`src/verilog/isc_pkg.sv`:
```
package isc_pkg;

  // sizes of the source table and the register port
  localparam int NSRC   = 18;
  localparam int IDX_W  = 5;
  localparam int ADDR_W = 8;
  localparam int DATA_W = 8;
  localparam int CNT_W  = 8;
  localparam int LVL_W  = 2;
  localparam int NPIN   = 9;

  // register offsets (byte addresses on the plain port)
  localparam logic [7:0] CTRL_BASE   = 8'h00;
  localparam logic [7:0] COUNT_BASE  = 8'h20;
  localparam logic [7:0] STATUS_ADDR = 8'h60;

  // per-source control word layout
  localparam int FLAG_BIT  = 0;
  localparam int MASK_BIT  = 1;
  localparam int MACRO_BIT = 2;
  localparam int CSE_BIT   = 3;
  localparam int LVL_LSB   = 4;
  localparam int WIDE_BIT  = 6;

  // status word layout
  localparam int ST_ERR_BIT  = 5;
  localparam int ST_BUSY_BIT = 6;
  localparam int ST_HOLD_BIT = 7;

  // values after reset, priority scan start level, last macro count
  localparam logic             MASK_RST  = 1'b1;
  localparam logic [LVL_W-1:0] LVL_RST   = 2'h2;
  localparam logic [LVL_W-1:0] LVL_LOW   = 2'h2;
  localparam logic [CNT_W-1:0] CNT_RST   = 8'h00;
  localparam logic [CNT_W-1:0] CNT_LAST  = 8'h01;

  // vector table entries
  localparam logic [15:0] VEC_RESET   = 16'h0000;
  localparam logic [15:0] VEC_NMI     = 16'h0002;
  localparam logic [15:0] VEC_WDT     = 16'h0004;
  localparam logic [15:0] VEC_MASK0   = 16'h0006;
  localparam logic [15:0] VEC_SERIAL  = 16'h0024;
  localparam logic [15:0] VEC_TRAP    = 16'h003C;
  localparam logic [15:0] VEC_BRK     = 16'h003E;
  localparam logic [IDX_W-1:0] SERIAL_IDX = 5'h0E;

  // pin positions in the synchronised pin bus
  localparam int PIN_NMI = 0;
  localparam int PIN_EXT = 1;
  localparam int PIN_TI  = 8;

  typedef enum logic [2:0] {
    ISC_IDLE, ISC_FETCH, ISC_BANK, ISC_WAIT, ISC_MACRO
  } isc_state_e;

  // serial entries skip one slot after the compare group
  function automatic logic [15:0] isc_vector(input logic [IDX_W-1:0] idx);
    if (idx < SERIAL_IDX) begin
      isc_vector = VEC_MASK0 + {10'h000, idx, 1'b0};
    end else begin
      isc_vector = VEC_SERIAL + {10'h000, idx - SERIAL_IDX, 1'b0};
    end
  endfunction : isc_vector

endpackage : isc_pkg

```
`src/verilog/isc_ctrl.sv`:
```
// Operation
// - masked source stays pending, never serviced
// - vectored requests wait while interrupts disabled
// - context switch disabled gives normal vector branch
// - context switch enabled selects bank switching
// - macro mode source goes to hardware macro
// - break vectors 003EH, opcode trap 003CH
// - pin nmi 0002H, watchdog 0004H, unmaskable
// - fixed priorities 0..17, vectors 0006H..002AH
// - priorities 5,6,7 shared pin/timer sources
// - serial sources at 0024H, 0026H, 0028H
// - receive error is status only, no vector
// - core held while macro service runs
// - macro moves one or two bytes
// - macro end clears flag, core resumes
// - count exhausted turns into vectored request
// - switch by interrupt or trap instruction
// - core loads bank vector, saves pc/psw
// - interrupt bank from vector entry low bits
// - trap bank from immediate, own return
// - bank return restores from saved bank
// - four programmable priority levels
`timescale 1ns/100ps
`default_nettype none
module isc_ctrl (
  input  wire logic                       clk,
  input  wire logic                       rst_n,
  // register port
  input  wire logic [isc_pkg::ADDR_W-1:0] addr,
  input  wire logic [isc_pkg::DATA_W-1:0] wdata,
  input  wire logic                       wr,
  input  wire logic                       rd,
  output logic [isc_pkg::DATA_W-1:0]      rdata,
  // asynchronous pins
  input  wire logic                       nmi_pin,
  input  wire logic [6:0]                 ext_pin_irq,
  input  wire logic                       timer_event_input,
  // on-chip sources, same clock
  input  wire logic                       watchdog_irq,
  input  wire logic                       timer0_overflow_irq,
  input  wire logic                       capture_x0_match_irq,
  input  wire logic                       capture_01_match_irq,
  input  wire logic [5:0]                 compare_match_irq,
  input  wire logic                       uart_rx_done_irq,
  input  wire logic                       uart_tx_done_irq,
  input  wire logic                       sync_serial_done_irq,
  input  wire logic                       converter_done_irq,
  input  wire logic                       uart_rx_error_signal,
  // core side
  input  wire logic                       core_int_enable,
  input  wire logic                       software_break_instr,
  input  wire logic                       opcode_trap,
  input  wire logic                       bank_switch_trap_instr,
  input  wire logic [2:0]                 bank_trap_imm,
  input  wire logic                       bank_return_instr,
  input  wire logic                       bank_trap_return_instr,
  input  wire logic                       svc_ack,
  output logic                            svc_req,
  output logic [15:0]                     svc_vector,
  output logic                            svc_ctx_switch,
  output logic [2:0]                      svc_bank,
  output logic                            core_hold,
  output logic                            restore_req,
  output logic [2:0]                      restore_bank,
  // vector table read, data one cycle after the strobe
  output logic                            vt_rd,
  output logic [15:0]                     vt_addr,
  input  wire logic [7:0]                 vt_data,
  // macro mover
  input  wire logic                       xfer_done,
  output logic                            xfer_req,
  output logic [isc_pkg::IDX_W-1:0]       xfer_idx,
  output logic                            xfer_wide
);

  localparam int N = isc_pkg::NSRC;
  localparam int W = isc_pkg::IDX_W;

  // local aliases of the sequencer states
  localparam isc_pkg::isc_state_e ISC_IDLE  = isc_pkg::ISC_IDLE;
  localparam isc_pkg::isc_state_e ISC_FETCH = isc_pkg::ISC_FETCH;
  localparam isc_pkg::isc_state_e ISC_BANK  = isc_pkg::ISC_BANK;
  localparam isc_pkg::isc_state_e ISC_WAIT  = isc_pkg::ISC_WAIT;
  localparam isc_pkg::isc_state_e ISC_MACRO = isc_pkg::ISC_MACRO;

  // pin synchronisers: third stage only feeds the edge detector
  logic [isc_pkg::NPIN-1:0] pin_raw, pin_s1_reg, pin_s2_reg, pin_s3_reg;
  logic [isc_pkg::NPIN-1:0] pin_rise;
  assign pin_raw  = {timer_event_input, ext_pin_irq, nmi_pin};
  assign pin_rise = pin_s2_reg & ~pin_s3_reg;

  always_ff @(posedge clk) begin
    if (!rst_n) begin
      pin_s1_reg <= '0;
      pin_s2_reg <= '0;
      pin_s3_reg <= '0;
    end else begin
      pin_s1_reg <= pin_raw;
      pin_s2_reg <= pin_s1_reg;
      pin_s3_reg <= pin_s2_reg;
    end
  end

  // hardware request sets in default priority order
  logic [N-1:0] hw_set;
  assign hw_set[0]    = timer0_overflow_irq;
  assign hw_set[4:1]  = pin_rise[isc_pkg::PIN_EXT +: 4];
  assign hw_set[5]    = pin_rise[isc_pkg::PIN_EXT+4] | capture_x0_match_irq;
  assign hw_set[6]    = pin_rise[isc_pkg::PIN_EXT+5] | capture_01_match_irq;
  assign hw_set[7]    = pin_rise[isc_pkg::PIN_EXT+6]
                      | pin_rise[isc_pkg::PIN_TI];
  assign hw_set[13:8] = compare_match_irq;
  assign hw_set[14]   = uart_rx_done_irq;
  assign hw_set[15]   = uart_tx_done_irq;
  assign hw_set[16]   = sync_serial_done_irq;
  assign hw_set[17]   = converter_done_irq;

  // per-source state
  logic [N-1:0]              flag_reg, mask_reg, macro_reg, cse_reg, wide_reg;
  logic [isc_pkg::LVL_W-1:0] lvl_reg [N];
  logic [isc_pkg::CNT_W-1:0] cnt_reg [N];
  logic [N*isc_pkg::LVL_W-1:0] lvl_flat;
  logic [isc_pkg::DATA_W-1:0] ctrl_word [N];

  // service sequencer state
  isc_pkg::isc_state_e state_reg, state_next;
  logic [W-1:0] cur_idx_reg;
  logic         cur_mask_reg;
  logic         reset_pend_reg, nmi_pend_reg, wdt_pend_reg;
  logic         brk_pend_reg, trap_pend_reg, bsw_pend_reg;
  logic [2:0]   bsw_bank_reg, int_bank_reg, trap_bank_reg;
  logic         err_reg;

  // address decode
  logic         ctrl_hit, cnt_hit, stat_hit;
  logic [W-1:0] ctrl_sel, cnt_sel;
  assign ctrl_sel = W'(addr - isc_pkg::CTRL_BASE);
  assign cnt_sel  = W'(addr - isc_pkg::COUNT_BASE);
  assign ctrl_hit = (addr >= isc_pkg::CTRL_BASE)
                  && (addr < isc_pkg::CTRL_BASE + 8'(N));
  assign cnt_hit  = (addr >= isc_pkg::COUNT_BASE)
                  && (addr < isc_pkg::COUNT_BASE + 8'(N));
  assign stat_hit = (addr == isc_pkg::STATUS_ADDR);

  // priority resolution over serviceable sources
  logic [N-1:0] eligible;
  logic         win_found;
  logic [W-1:0] win_idx;
  assign eligible = flag_reg & ~mask_reg
                  & (macro_reg | {N{core_int_enable}});

  isc_prio u_prio (
    .req   (eligible),
    .lvl   (lvl_flat),
    .found (win_found),
    .idx   (win_idx)
  );

  // macro mover
  logic mac_start, mac_done;
  assign mac_start = (state_reg == ISC_IDLE) && (state_next == ISC_MACRO);

  isc_macro u_macro (
    .clk        (clk),
    .rst_n      (rst_n),
    .start      (mac_start),
    .start_idx  (win_idx),
    .start_wide (wide_reg[win_idx]),
    .xfer_done  (xfer_done),
    .xfer_req   (xfer_req),
    .xfer_idx   (xfer_idx),
    .xfer_wide  (xfer_wide),
    .done       (mac_done)
  );

  // completion events of the current maskable service
  logic ack_mask, mac_last;
  assign ack_mask = (state_reg == ISC_WAIT) & svc_ack & cur_mask_reg;
  assign mac_last = mac_done & (cnt_reg[cur_idx_reg] == isc_pkg::CNT_LAST);

  // per-source registers; hardware set beats every clear
  genvar g;
  generate
    for (g = 0; g < N; g++) begin : g_src
      logic wr_c, wr_n, hit_cur, clr;
      assign wr_c    = wr & ctrl_hit & (ctrl_sel == W'(g));
      assign wr_n    = wr & cnt_hit & (cnt_sel == W'(g));
      assign hit_cur = (cur_idx_reg == W'(g));
      assign clr     = (wr_c & ~wdata[isc_pkg::FLAG_BIT])
                     | (ack_mask & hit_cur)
                     | (mac_done & hit_cur & ~mac_last);
      assign lvl_flat[g*isc_pkg::LVL_W +: isc_pkg::LVL_W] = lvl_reg[g];
      assign ctrl_word[g] = {1'b0, wide_reg[g], lvl_reg[g], cse_reg[g],
                             macro_reg[g], mask_reg[g], flag_reg[g]};

      always_ff @(posedge clk) begin
        if (!rst_n) begin
          flag_reg[g]  <= 1'b0;
          mask_reg[g]  <= isc_pkg::MASK_RST;
          macro_reg[g] <= 1'b0;
          cse_reg[g]   <= 1'b0;
          wide_reg[g]  <= 1'b0;
          lvl_reg[g]   <= isc_pkg::LVL_RST;
          cnt_reg[g]   <= isc_pkg::CNT_RST;
        end else begin
          flag_reg[g] <= hw_set[g] | (wr_c & wdata[isc_pkg::FLAG_BIT])
                       | (flag_reg[g] & ~clr);
          if (wr_c) begin
            mask_reg[g]  <= wdata[isc_pkg::MASK_BIT];
            macro_reg[g] <= wdata[isc_pkg::MACRO_BIT];
            cse_reg[g]   <= wdata[isc_pkg::CSE_BIT];
            wide_reg[g]  <= wdata[isc_pkg::WIDE_BIT];
            lvl_reg[g]   <= wdata[isc_pkg::LVL_LSB +: isc_pkg::LVL_W];
          end else if (mac_last && hit_cur) begin
            macro_reg[g] <= 1'b0;   // flag kept, now vectored
          end
          if (wr_n) begin
            cnt_reg[g] <= wdata;
          end else if (mac_done && hit_cur) begin
            cnt_reg[g] <= cnt_reg[g] - isc_pkg::CNT_LAST;
          end
        end
      end
    end
  endgenerate

  // fixed order: reset, nmi, watchdog, software, then maskable
  logic        pick_fixed, pick_cs, pick_mask;
  logic [15:0] pick_vec;
  assign pick_fixed = reset_pend_reg | nmi_pend_reg | wdt_pend_reg
                    | brk_pend_reg | trap_pend_reg | bsw_pend_reg;
  assign pick_mask  = ~pick_fixed & win_found;
  assign pick_cs    = pick_mask & cse_reg[win_idx] & ~macro_reg[win_idx];
  assign pick_vec   = reset_pend_reg ? isc_pkg::VEC_RESET :
                      nmi_pend_reg   ? isc_pkg::VEC_NMI :
                      wdt_pend_reg   ? isc_pkg::VEC_WDT :
                      brk_pend_reg   ? isc_pkg::VEC_BRK :
                      trap_pend_reg  ? isc_pkg::VEC_TRAP :
                      bsw_pend_reg   ? isc_pkg::VEC_RESET :
                      isc_pkg::isc_vector(win_idx);

  // sequencer transitions
  always_comb begin
    state_next = state_reg;
    case (state_reg)
      ISC_IDLE: begin
        if (pick_fixed) begin
          state_next = ISC_WAIT;
        end else if (pick_mask && macro_reg[win_idx]) begin
          state_next = ISC_MACRO;
        end else if (pick_cs) begin
          state_next = ISC_FETCH;
        end else if (pick_mask) begin
          state_next = ISC_WAIT;
        end
      end
      ISC_FETCH: state_next = ISC_BANK;
      ISC_BANK:  state_next = ISC_WAIT;
      ISC_WAIT:  if (svc_ack) state_next = ISC_IDLE;
      ISC_MACRO: if (mac_done) state_next = ISC_IDLE;
      default:   state_next = ISC_IDLE;
    endcase
  end

  // whether the idle decision serves a fixed source, and when that service is acked
  logic take;
  assign take = (state_reg == ISC_IDLE) & pick_fixed;
  logic done_fixed;
  assign done_fixed = (state_reg == ISC_WAIT) & svc_ack & ~cur_mask_reg;

  // outputs to the core
  logic        svc_req_reg, svc_cs_reg, hold_reg, vt_rd_reg, rst_req_reg;
  logic [15:0] svc_vec_reg, vt_addr_reg;
  logic [2:0]  svc_bank_reg, rst_bank_reg;
  logic [isc_pkg::DATA_W-1:0] rdata_reg;

  always_ff @(posedge clk) begin
    if (!rst_n) begin
      state_reg    <= ISC_IDLE;
      cur_idx_reg  <= '0;
      cur_mask_reg <= 1'b0;
      svc_req_reg  <= 1'b0;
      svc_cs_reg   <= 1'b0;
      svc_vec_reg  <= isc_pkg::VEC_RESET;
      svc_bank_reg <= '0;
      vt_rd_reg    <= 1'b0;
      vt_addr_reg  <= isc_pkg::VEC_RESET;
      hold_reg     <= 1'b0;
    end else begin
      state_reg <= state_next;
      vt_rd_reg <= (state_next == ISC_FETCH);
      hold_reg  <= (state_next == ISC_MACRO);
      svc_req_reg <= (state_next == ISC_WAIT);
      if (state_reg == ISC_IDLE && state_next != ISC_IDLE) begin
        cur_idx_reg  <= win_idx;
        cur_mask_reg <= ~pick_fixed;
        svc_vec_reg  <= pick_vec;
        vt_addr_reg  <= pick_vec;
        svc_cs_reg   <= bsw_pend_reg & ~(reset_pend_reg | nmi_pend_reg
                      | wdt_pend_reg | brk_pend_reg | trap_pend_reg);
        svc_bank_reg <= bsw_bank_reg;
      end else if (state_reg == ISC_BANK) begin
        svc_cs_reg   <= 1'b1;
        svc_bank_reg <= vt_data[2:0];
      end
    end
  end

  // fixed pendings: request beats the acknowledge that clears it
  logic bsw_win;
  assign bsw_win = done_fixed & svc_cs_reg;
  always_ff @(posedge clk) begin
    if (!rst_n) begin
      reset_pend_reg <= 1'b1;
      nmi_pend_reg   <= 1'b0;
      wdt_pend_reg   <= 1'b0;
      brk_pend_reg   <= 1'b0;
      trap_pend_reg  <= 1'b0;
      bsw_pend_reg   <= 1'b0;
      bsw_bank_reg   <= '0;
    end else begin
      reset_pend_reg <= reset_pend_reg & ~(done_fixed
                        && svc_vec_reg == isc_pkg::VEC_RESET && !svc_cs_reg);
      nmi_pend_reg   <= pin_rise[isc_pkg::PIN_NMI] | (nmi_pend_reg
                        & ~(done_fixed && svc_vec_reg == isc_pkg::VEC_NMI));
      wdt_pend_reg   <= watchdog_irq | (wdt_pend_reg
                        & ~(done_fixed && svc_vec_reg == isc_pkg::VEC_WDT));
      brk_pend_reg   <= software_break_instr | (brk_pend_reg
                        & ~(done_fixed && svc_vec_reg == isc_pkg::VEC_BRK));
      trap_pend_reg  <= opcode_trap | (trap_pend_reg
                        & ~(done_fixed && svc_vec_reg == isc_pkg::VEC_TRAP));
      bsw_pend_reg   <= bank_switch_trap_instr | (bsw_pend_reg & ~bsw_win);
      if (bank_switch_trap_instr) begin
        bsw_bank_reg <= bank_trap_imm;
      end
    end
  end

  // banks in use for the two kinds of return
  logic ack_cs;
  assign ack_cs = (state_reg == ISC_WAIT) & svc_ack & svc_cs_reg;
  always_ff @(posedge clk) begin
    if (!rst_n) begin
      int_bank_reg  <= '0;
      trap_bank_reg <= '0;
      rst_req_reg   <= 1'b0;
      rst_bank_reg  <= '0;
    end else begin
      if (ack_cs && cur_mask_reg) int_bank_reg <= svc_bank_reg;
      if (ack_cs && !cur_mask_reg) trap_bank_reg <= svc_bank_reg;
      rst_req_reg <= bank_return_instr | bank_trap_return_instr;
      if (bank_trap_return_instr) begin
        rst_bank_reg <= trap_bank_reg;
      end else if (bank_return_instr) begin
        rst_bank_reg <= int_bank_reg;
      end
    end
  end

  // register read path, data the cycle after the strobe
  logic clr_err;
  logic [isc_pkg::DATA_W-1:0] stat_word, rd_mux;
  assign clr_err   = wr & stat_hit & wdata[isc_pkg::ST_ERR_BIT];
  assign stat_word = {hold_reg, (state_reg != ISC_IDLE), err_reg, cur_idx_reg};
  assign rd_mux    = ctrl_hit ? ctrl_word[ctrl_sel] :
                     cnt_hit  ? cnt_reg[cnt_sel] :
                     stat_hit ? stat_word : '0;

  always_ff @(posedge clk) begin
    if (!rst_n) begin
      rdata_reg <= '0;
      err_reg   <= 1'b0;
    end else begin
      rdata_reg <= rd ? rd_mux : '0;
      err_reg   <= uart_rx_error_signal | (err_reg & ~clr_err);
    end
  end

  assign rdata          = rdata_reg;
  assign svc_req        = svc_req_reg;
  assign svc_vector     = svc_vec_reg;
  assign svc_ctx_switch = svc_cs_reg;
  assign svc_bank       = svc_bank_reg;
  assign core_hold      = hold_reg;
  assign restore_req    = rst_req_reg;
  assign restore_bank   = rst_bank_reg;
  assign vt_rd          = vt_rd_reg;
  assign vt_addr        = vt_addr_reg;

endmodule : isc_ctrl
`default_nettype wire

```
`src/verilog/isc_macro.sv`:
```
`timescale 1ns/100ps
`default_nettype none
// hardware mover handshake: one sfr/memory transfer per start
module isc_macro (
  input  wire logic                     clk,
  input  wire logic                     rst_n,
  input  wire logic                     start,
  input  wire logic [isc_pkg::IDX_W-1:0] start_idx,
  input  wire logic                     start_wide,
  input  wire logic                     xfer_done,
  output logic                          xfer_req,
  output logic [isc_pkg::IDX_W-1:0]     xfer_idx,
  output logic                          xfer_wide,
  output logic                          done
);

  logic                      xfer_req_reg;
  logic [isc_pkg::IDX_W-1:0] xfer_idx_reg;
  logic                      xfer_wide_reg;
  logic                      done_reg;

  // request stands until the mover reports completion
  always_ff @(posedge clk) begin
    if (!rst_n) begin
      xfer_req_reg  <= 1'b0;
      xfer_idx_reg  <= '0;
      xfer_wide_reg <= 1'b0;
      done_reg      <= 1'b0;
    end else begin
      done_reg <= xfer_req_reg & xfer_done;
      if (start) begin
        xfer_req_reg  <= 1'b1;
        xfer_idx_reg  <= start_idx;
        xfer_wide_reg <= start_wide; // one or two bytes
      end else if (xfer_done) begin
        xfer_req_reg  <= 1'b0;
      end
    end
  end

  assign xfer_req  = xfer_req_reg;
  assign xfer_idx  = xfer_idx_reg;
  assign xfer_wide = xfer_wide_reg;
  assign done      = done_reg;

endmodule : isc_macro
`default_nettype wire

```
`src/verilog/isc_prio.sv`:
```
`timescale 1ns/100ps
`default_nettype none
// picks the pending source with the best programmable level, then the
// smallest default priority number within that level
module isc_prio (
  input  wire logic [isc_pkg::NSRC-1:0]              req,
  input  wire logic [isc_pkg::NSRC*isc_pkg::LVL_W-1:0] lvl,
  output logic                                       found,
  output logic [isc_pkg::IDX_W-1:0]                  idx
);

  logic [isc_pkg::LVL_W-1:0] best_lvl;

  // descending scan lets the lowest index overwrite at equal level
  always_comb begin
    found    = 1'b0;
    idx      = '0;
    best_lvl = isc_pkg::LVL_LOW;
    for (int i = isc_pkg::NSRC - 1; i >= 0; i--) begin
      if (req[i] && (!found ||
          lvl[i*isc_pkg::LVL_W +: isc_pkg::LVL_W] <= best_lvl)) begin
        found    = 1'b1;
        idx      = i[isc_pkg::IDX_W-1:0];
        best_lvl = lvl[i*isc_pkg::LVL_W +: isc_pkg::LVL_W];
      end
    end
  end

endmodule : isc_prio
`default_nettype wire
```
`config.mk`:
```
export PLATFORM = sky130hd
export DESIGN_NAME = isc_ctrl
export DESIGN_NICKNAME = d
export VERILOG_FILES = /design/src/verilog/isc_pkg.sv /design/src/verilog/isc_ctrl.sv /design/src/verilog/isc_macro.sv /design/src/verilog/isc_prio.sv
export SDC_FILE = /design/constraint.sdc
export NUM_CORES = 1
export LEC_CHECK = 0
export BUFFER_PORTS_ARGS = -buffer_cell sky130_fd_sc_hd__buf_2
export CORE_MARGIN = 4
export CORE_UTILIZATION = 40
export DETAILED_ROUTE_END_ITERATION = 7
export PLACE_DENSITY_LB_ADDON = 0.08
export SLEW_MARGIN = 15
export SYNTH_ARGS = -nofsm -noshare
export SYNTH_HDL_FRONTEND = slang
export SYNTH_SLANG_ARGS = --single-unit
```
`constraint.sdc`:
```
create_clock -name clk -period 42.3 [get_ports clk]
set_input_delay 4.23 -clock clk [delete_from_list [all_inputs] [get_ports clk]]
set_output_delay 4.23 -clock clk [all_outputs]
set_load 0.01 [all_outputs]
```
* Word level (Yosys, flattened, before mapping)
Memories as Yosys holds them, arrays and structs flattened. A register that Yosys moved wholly into a read port is not among the register bits.
Cells that the tools add are included.
** Operators by class
- Add/subtract/negate cells :: 22
- Equality and inequality tests :: 64
- Reduce and logical (&&, ||, !) cells :: 131
- Muxes and demuxes :: 360
- Bitwise gates (word level) :: 345
- Order comparisons :: 24
** Operators by type and width (number)
- $mux W8 :: 41
- $mux W1 :: 242
- $and A1 B1 Y1 :: 166
- $sub A8 B1 Y8 const B :: 18
- $or A1 B1 Y1 :: 141
- $eq A5 B4 Y1 const B :: 24
- $mux W5 :: 20
- $mux W16 :: 6
- $mux W2 :: 35
- $logic_and A1 B1 Y1 :: 66
- $eq A5 B3 Y1 const B :: 12
- $reduce_bool A2 Y1 :: 21
- $bmux W8 S5 :: 1
- $and A18 B18 Y18 :: 2
- $le A2 B2 Y1 :: 17
- $eq A16 B6 Y1 const B :: 2
- $not A1 Y1 :: 31
- $eq A5 B2 Y1 const B :: 6
- $eq A5 B5 Y1 const B :: 6
- $mux W3 :: 10
- $logic_not A1 Y1 :: 19
- $not A18 Y18 :: 1
- $or A18 B18 Y18 :: 1
- $logic_or A1 B1 Y1 :: 17
- other kinds (30) :: 41
** Word-level totals
- Memories kept :: 2
- Memory bits (writable) :: 180
- Bits of input ports :: 63
- Flip-flop bits (word level) :: 185
- Output and inout bits :: 58
- Word-level logic and storage cells :: 1067
** Memory list
- cnt_reg :: words 18, width 8, rd ports 20, clocked after Yosys merged registers in 1, wr ports 18, line isc_ctrl.sv:121 : logic [isc_pkg::CNT_W-1:0] cnt_reg [N];
- lvl_reg :: words 18, width 2, rd ports 18, clocked after Yosys merged registers in 0, wr ports 18, line isc_ctrl.sv:120 : logic [isc_pkg::LVL_W-1:0] lvl_reg [N];

* Depth between registers and ports, before layout
- Depth in word-level cells :: 84
- Mapped depth :: 131
- Mapped depth without buffers :: 126

* Hierarchy
From an unflattened synthesis, not the netlist that was laid out.
** Unflattened totals
- Cells, all modules :: 2322
- Area, all modules :: 22362.7 µm²
** By module, submodules not included
- isc_ctrl :: area an instance 20190.6 µm², cells each 2028, sequential area each 8848.5 µm², times used 1
- isc_prio :: area an instance 1883.1 µm², cells each 270, sequential area each 0.0 µm², times used 1
- isc_macro :: area an instance 289.0 µm², cells each 24, sequential area each 160.2 µm², times used 1

* Worst setup path before layout
No wires, ideal clock.
- Path kind :: in2reg
- From :: input core_int_enable
- To :: register vt_addr_reg[2] (netlist: vt_addr[2])
- Path buffers :: 3
- Setup time :: 0.070 ns
- Data arrival time :: 25.046 ns
- Required time :: 42.230 ns
- Slack :: 17.183 ns
- Cell stages on the path :: 124
- Path through :: buf_4 > nor2_1 > or2_1 > clkbuf_1 > nor2_1 > ha_1 > nor2b_1 > o21ai_0 > a21o_1 > o22ai_1 > ha_1 > nor2b_1 > a2bb2oi_1 > a21o_1 > o221a_2 > nor2_1 > ha_1 > nor2b_1 > [... 88 more ...] > a41o_1 > nand2_1 > mux2_2 > ha_1 > nand2_1 > o21ai_0 > nand2_1 > o31a_1 > a21bo_2 > a211o_1 > inv_2 > ha_1 > o2bb2ai_1 > nand2_1 > o21ai_0 > a2111oi_0 > or4_1 > a21oi_1
** Between the ends
- Cells in the longest elaborated chain, start to end :: 81
- Elaborated cells on any way between the ends :: 150
- Those cells by class :: add/sub: 3; order compare: 18; mux: 69; bitwise: 6; reduce/logical: 54
** RTL lines
- start, declared :: line isc_ctrl.sv:50 : input wire logic core_int_enable,
- $or A18 B18 Y18 * :: line isc_ctrl.sv:150 : & (macro_reg | {N{core_int_enable}});
- $and A18 B18 Y18 * :: line isc_ctrl.sv:150
- $mux W2 / $mux W1 (equally long branches) :: line isc_prio.sv:20 : if (req[i] && (!found ||
- $le A2 B2 Y1 / $logic_not A1 Y1 (equally long branches) :: line isc_prio.sv:21, isc_prio.sv:20
- $logic_or A1 B1 Y1 :: line isc_prio.sv:20
- $logic_and A1 B1 Y1 :: line isc_prio.sv:20
- $mux W2 / $mux W1 (equally long branches) :: line isc_prio.sv:20
- $le A2 B2 Y1 / $logic_not A1 Y1 (equally long branches) :: line isc_prio.sv:21, isc_prio.sv:20
- [... 63 more ...]
- net u_macro.start_idx (one bit) :: line isc_macro.sv:8 : input wire logic [isc_pkg::IDX_W-1:0] start_idx,
- [... 2 more ...]
- $and A1 B1 Y1 / $not A1 Y1 (equally long branches) :: line isc_ctrl.sv:233 : assign pick_cs = pick_mask & cse_reg[win_idx] & ~macro_reg[win_idx];
- $and A1 B1 Y1 :: line isc_ctrl.sv:233
- $mux W3 :: line isc_ctrl.sv:251 : end else if (pick_cs) begin
- $mux W3 :: line isc_ctrl.sv:249 : end else if (pick_mask && macro_reg[win_idx]) begin
- $mux W3 :: line isc_ctrl.sv:247 : if (pick_fixed) begin
- $pmux W3 S5 :: line isc_ctrl.sv:245 : case (state_reg)
- $reduce_bool A3 Y1 :: line isc_ctrl.sv:294 : if (state_reg == ISC_IDLE && state_next != ISC_IDLE) begin
- $logic_and A1 B1 Y1 :: line isc_ctrl.sv:294
- end signal, assigned :: line isc_ctrl.sv:287 : vt_addr_reg <= isc_pkg::VEC_RESET;
- end signal, assigned :: line isc_ctrl.sv:298 : vt_addr_reg <= pick_vec;
- end, declared :: line isc_ctrl.sv:273 : logic [15:0] svc_vec_reg, vt_addr_reg;
Mark *: on every way through the listed nets, which the timed path passes. The rest lies on a longest branch. The select of a mux whose other input is x is not followed.
A chain may end at the register's enable or synchronous reset.

* Worst setup path after layout
- From :: input core_int_enable
- To :: register svc_req_reg (netlist: svc_req)
** Between the ends
- Cells in the longest elaborated chain, start to end :: 80
- Elaborated cells on any way between the ends :: 138
- Those cells by class :: order compare: 17; eq/ne: 1; mux: 62; bitwise: 6; reduce/logical: 52
** RTL lines
- $or A18 B18 Y18 * :: line isc_ctrl.sv:150
- $and A18 B18 Y18 * :: line isc_ctrl.sv:150
- $mux W2 / $mux W1 (equally long branches) :: line isc_prio.sv:20
- $le A2 B2 Y1 / $logic_not A1 Y1 (equally long branches) :: line isc_prio.sv:21, isc_prio.sv:20
- $logic_or A1 B1 Y1 :: line isc_prio.sv:20
- $logic_and A1 B1 Y1 :: line isc_prio.sv:20
- $mux W2 / $mux W1 (equally long branches) :: line isc_prio.sv:20
- $le A2 B2 Y1 / $logic_not A1 Y1 (equally long branches) :: line isc_prio.sv:21, isc_prio.sv:20
- [... 64 more ...]
- $mux W1, on equally long branches :: line isc_ctrl.sv:233, isc_ctrl.sv:249
- $and A1 B1 Y1 / $not A1 Y1 (equally long branches) :: line isc_ctrl.sv:233
- $and A1 B1 Y1 :: line isc_ctrl.sv:233
- $mux W3 :: line isc_ctrl.sv:251
- $mux W3 * :: line isc_ctrl.sv:249
- $mux W3 * :: line isc_ctrl.sv:247
- $pmux W3 S5 * :: line isc_ctrl.sv:245
- $eq A3 B2 Y1 * :: line isc_ctrl.sv:293 : svc_req_reg <= (state_next == ISC_WAIT);
- end signal, assigned :: line isc_ctrl.sv:293
- end, declared :: line isc_ctrl.sv:272 : logic svc_req_reg, svc_cs_reg, hold_reg, vt_rd_reg, rst_req_reg;
Mark *: on every way between the ends. The rest lies on a longest branch, timed or not. The select of a mux whose other input is x is not followed.

==> results.txt <==
----------------------------------------------------
[Yosys]
  Synthesized area ... 0.0221 sq mm
  Synthesized area per cell ... 8.96 sq um
  Number of warnings printed during yosys synthesis ... 0
  Proportion of synthesized chip area in sequential cells ... 0.407
  #FFs+latches synth ... 360
  Main synth FF type ... edfxtp_1
  EDFF count, synth ... 180
  Proportion of register bits with asynchronous set or reset after synthesis ... 0
  Ranking of synthesized cells by area ... edfxtp_1 (24%), dfxtp_1 (16%), nand2_1 (8.0%), mux4_2 (7.8%), o21ai_0 (4.0%)
  Number of library cell types mapped by synthesis ... 92
  Cells after Synth ... 2468
  Proportion of netlist area held by the largest area contributor ... 0.244
  Leading area contributor after synthesis ... edfxtp_1

[Pwr]
  Total power divided by cell area ... 34.6 mW/mm^2
  Clk pwr share ... 0.454
  Part of the total power dissipated in sequential elements ... 0.460
  Static leakage ... 0.00881 uW
  Switching Fraction ... 0.260
  Sw power ... 220 uW
  Peak supply drop ... 28.8 uV
  Cell internal power dissipation ... 627 uW
  Part of the total power dissipated in combinational logic ... 0.086

[Global routing]
  Pin count of the biggest net entering global routing ... 70
  GRT Residual Overflow ... 0
  Antenna violations before repair ... 5
  First-pass GRT wire length ... 119 mm
  Number of global-route vias before repair ... 18700
  Overall fraction of global-route tracks in use ... 0.259

[Detailed routing]
  Antenna violation net count after detailed routing ... 0
  Vias after detailed routing ... 19600
  Starting DRT DRC Count ... 2238
  Sum of routed wire length over all layers ... 79.2 mm
  Via-to-Cell Ratio ... 6.06
  Number of remaining DRC errors ... 0
  Pre-antenna DRT Iters ... 6
  Routed WL per cell ... 24.5 um

[Worst hold path]
  Cells on Worst Hold Path ... 1
  Path type of the worst min-delay path ... reg2reg
  Endpoint of the worst hold path ... pin_s2_reg[5]$_SDFF_PN0_
  Hold_sp ... pin_s1_reg[5]$_SDFF_PN0_

[Clock network]
  Number of hold buffers added after CTS ... 0
  Number of resized instances in the post-cts repair step ... 0
  Clock buffers created by TritonCTS ... 43
  Clk buf depth ... 3
  Number of levels in the clock H-tree ... 2
  Setup repair bufs after CTS ... 0
  Clock transition at the registers of the reported paths ... 0.06 ns
  Clock insertion delay at the later pin of the skew report ... 0.59 ns
  Clock tree root buffer cell ... clkbuf_16
  Clock tree from TritonCTS ... built
  Clk sinks ... 360

[Finish]
  Count of non-filler cells in the finished layout ... 3233
  Share of cells above drive strength 1 ... 0.114
  Post-route core utilization ... 0.451
  Largest register FFs ... 144
  Fin nets ... 2620
  Synth-to-layout area growth ... 10.6%

[Setup path]
  Startpoint of the worst register-to-register path ... ctrl_word[2]$_SDFFE_PN0P_
  Slowest library cell on the worst path ... nor2_1
  Element type at the critical path start ... input port
  Reg-to-reg critical path endpoint ... svc_req$_SDFF_PN0_
  Cells on worst reg2reg path ... 119
  Peak per-stage delay on the critical path ... 0.90 ns
  Max Fanout on Critical Path ... 23
  Flop2flop setup slack ... 16.38 ns
  Worst EP required ... 42.77 ns
  Start point of the critical path ... core_int_enable
  Sort of element at the end of the critical path ... register
  Critical path class ... in2reg
  Arrival time of data at the critical path endpoint ... 30.04 ns
  Most Frequent Cell on Critical Path ... o21ai_0

[Floorplanning]
  Total Die Area ... 0.0591 sq mm
  Ports ... 121
  Vertical extent of the die ... 243 um
  Row cnt ... 85
  Initial core utilization ... 0.408
  Die Width ... 243 um
  Placeable core region ... 0.0542 sq mm

[STA]
  Final period utilization ... 0.699
  Unrepaired setup endpoints after global routing ... no
  Number of failing hold endpoints at the final stage ... 0
  Worst rel slew slack ... 0.177
  Number of pins with negative max-slew slack in the final report ... 0
  Tmin final ... 29.57 ns
  Hold Slack ... 0.431 ns
  Max Clock Skew ... 0.0194 ns
  Post-route worst setup slack ... 12.73 ns
  F_max ... 33.8 MHz
  Setup TNS ... 0 ns
  Final setup vio count ... 0
  Pin slew with the least headroom to its limit ... 1.22 ns

[Status]
  Outcome ... finished clean

[Placed design]
  Placed cell count ... 3151
  Routability congestion estimate from global placement ... 0.919
  Count of input and output buffers ... 95
  DP Wirelength ... 56.8 mm
  Worst slack, placed ... 12.46 ns

[Job]
  Maximum capacitance violations ... 0

----------------------------------------------------
## power groups by stage
stage	clock network, uW	logic (uW)	registers [uW]
floorplan	0	50.1	391
global placement	0	71.0	396
detailed placement	0	71.5	397
CTS	391	72.0	389
global route	407	78.5	391
finish	385	73.0	389
## layout by cell type (no fill, tap or decap), types with 20 or more instances in the layout
cell       synthesis  final
o21ai_0          178    178
edfxtp_1         180    180
nor3_1            67     65
o211ai_1          67     67
a21oi_1          160    160
nand2b_1          20     20
nor4_1            34     34
nand2_1          471    471
xor2_1            33     33
nand3_1           50     50
mux2i_1           34     34
o2111ai_1         22     22
xnor2_1           78     78
ha_1              57     57
conb_1             1     20
clkbuf_16          0     43
dfxtp_1          180    180
inv_1             90     90
nor2_1           193    192
nor2b_1           33     33
buf_2              1     93
and2_1            41     41
mux4_2            77     77
## layer usage
| layer | routed length, um | vias to the layer above | global-route usage |
|---|---|---|---|
| li1 | - | 9040 | - |
| met1 | 33800 | 9535 | 0.356 |
| met2 | 35400 | 864 | 0.402 |
| met3 | 7970 | 146 | 0.0732 |
| met4 | 1970 | 5 | 0.0716 |
| met5 | 51 | - | 0 |
## cells in the mapped netlist, types with 5 or more instances
cell	instances
nand4_1	10
ha_1	57
nor2b_1	33
o21a_1	10
a21o_1	7
nor4b_1	13
nand3_1	50
buf_4	28
edfxtp_1	180
o2111ai_1	22
nor3_1	67
mux4_2	77
xnor2_1	78
and3_1	9
o31a_1	5
buf_1	11
mux2_2	7
and2_1	41
o211ai_1	67
or4_1	10
nand2_1	471
o22ai_1	17
nand3b_1	7
a21oi_1	160
dfxtp_1	180
nor2_1	193
a31oi_1	12
nor3b_1	5
o21ai_0	178
xor2_1	33
mux2i_1	34
nand2b_1	20
o211a_1	5
or3_1	7
clkbuf_1	99
inv_1	90
a211oi_1	19
o31ai_1	11
or2_1	6
a222oi_1	10
nor4_1	34
or2_2	7
## logic make-up (layout without fill, tap and decap cells)
kind of cell    after synthesis  in the layout  synth area share
fa+ha+maj                    57             57            0.0322
simple gates                996            996             0.204
mux                         119            119            0.0978
other cells                   1             22          0.000170
xor+xnor                    111            111            0.0439
buf+inv                     235            283            0.0450
flops                       360            360             0.407
compound gates              589            589             0.169
## how the worst max path moves through the flow
stage | to | slack (ns) | cells after the start
floorplan | vt_addr[2]$_SDFFE_PN0P_ | 17.18 | 124
global placement | svc_req$_SDFF_PN0_ | 12.86 | 120
detailed placement | svc_req$_SDFF_PN0_ | 12.46 | 120
CTS | svc_req$_SDFF_PN0_ | 12.95 | 120
global route | vt_rd$_SDFF_PN0_ | 10.40 | 119
finish | svc_req$_SDFF_PN0_ | 12.73 | 120
## layout make-up
class	count	area, sq um
tap	696	871
multi-input combinational	1892	12200
clock buffer	61	1200
timing repair buffer	108	578
clock inverter	19	228
antenna	2	5.00
sequential	360	9010
fill	5345	29800
inverter	95	359
## critical path, delay by kind of cell
family / cells / cell delay, ns
adders and majority gates: 17 / 4.81
and+or+nand+nor: 48 / 8.31
buffers and inverters: 3 / 0.59
AOI/OAI and AO/OA: 50 / 11.52
muxes: 2 / 0.51
## metrics by stage
stage               area (sq um)  total power [uW]
finish                     24500               847
global route               24500               876
CTS                        24400               852
detailed placement         23000               468
global placement           23000               467
floorplan                  22200               441
(Power assumes the default switching activity.)
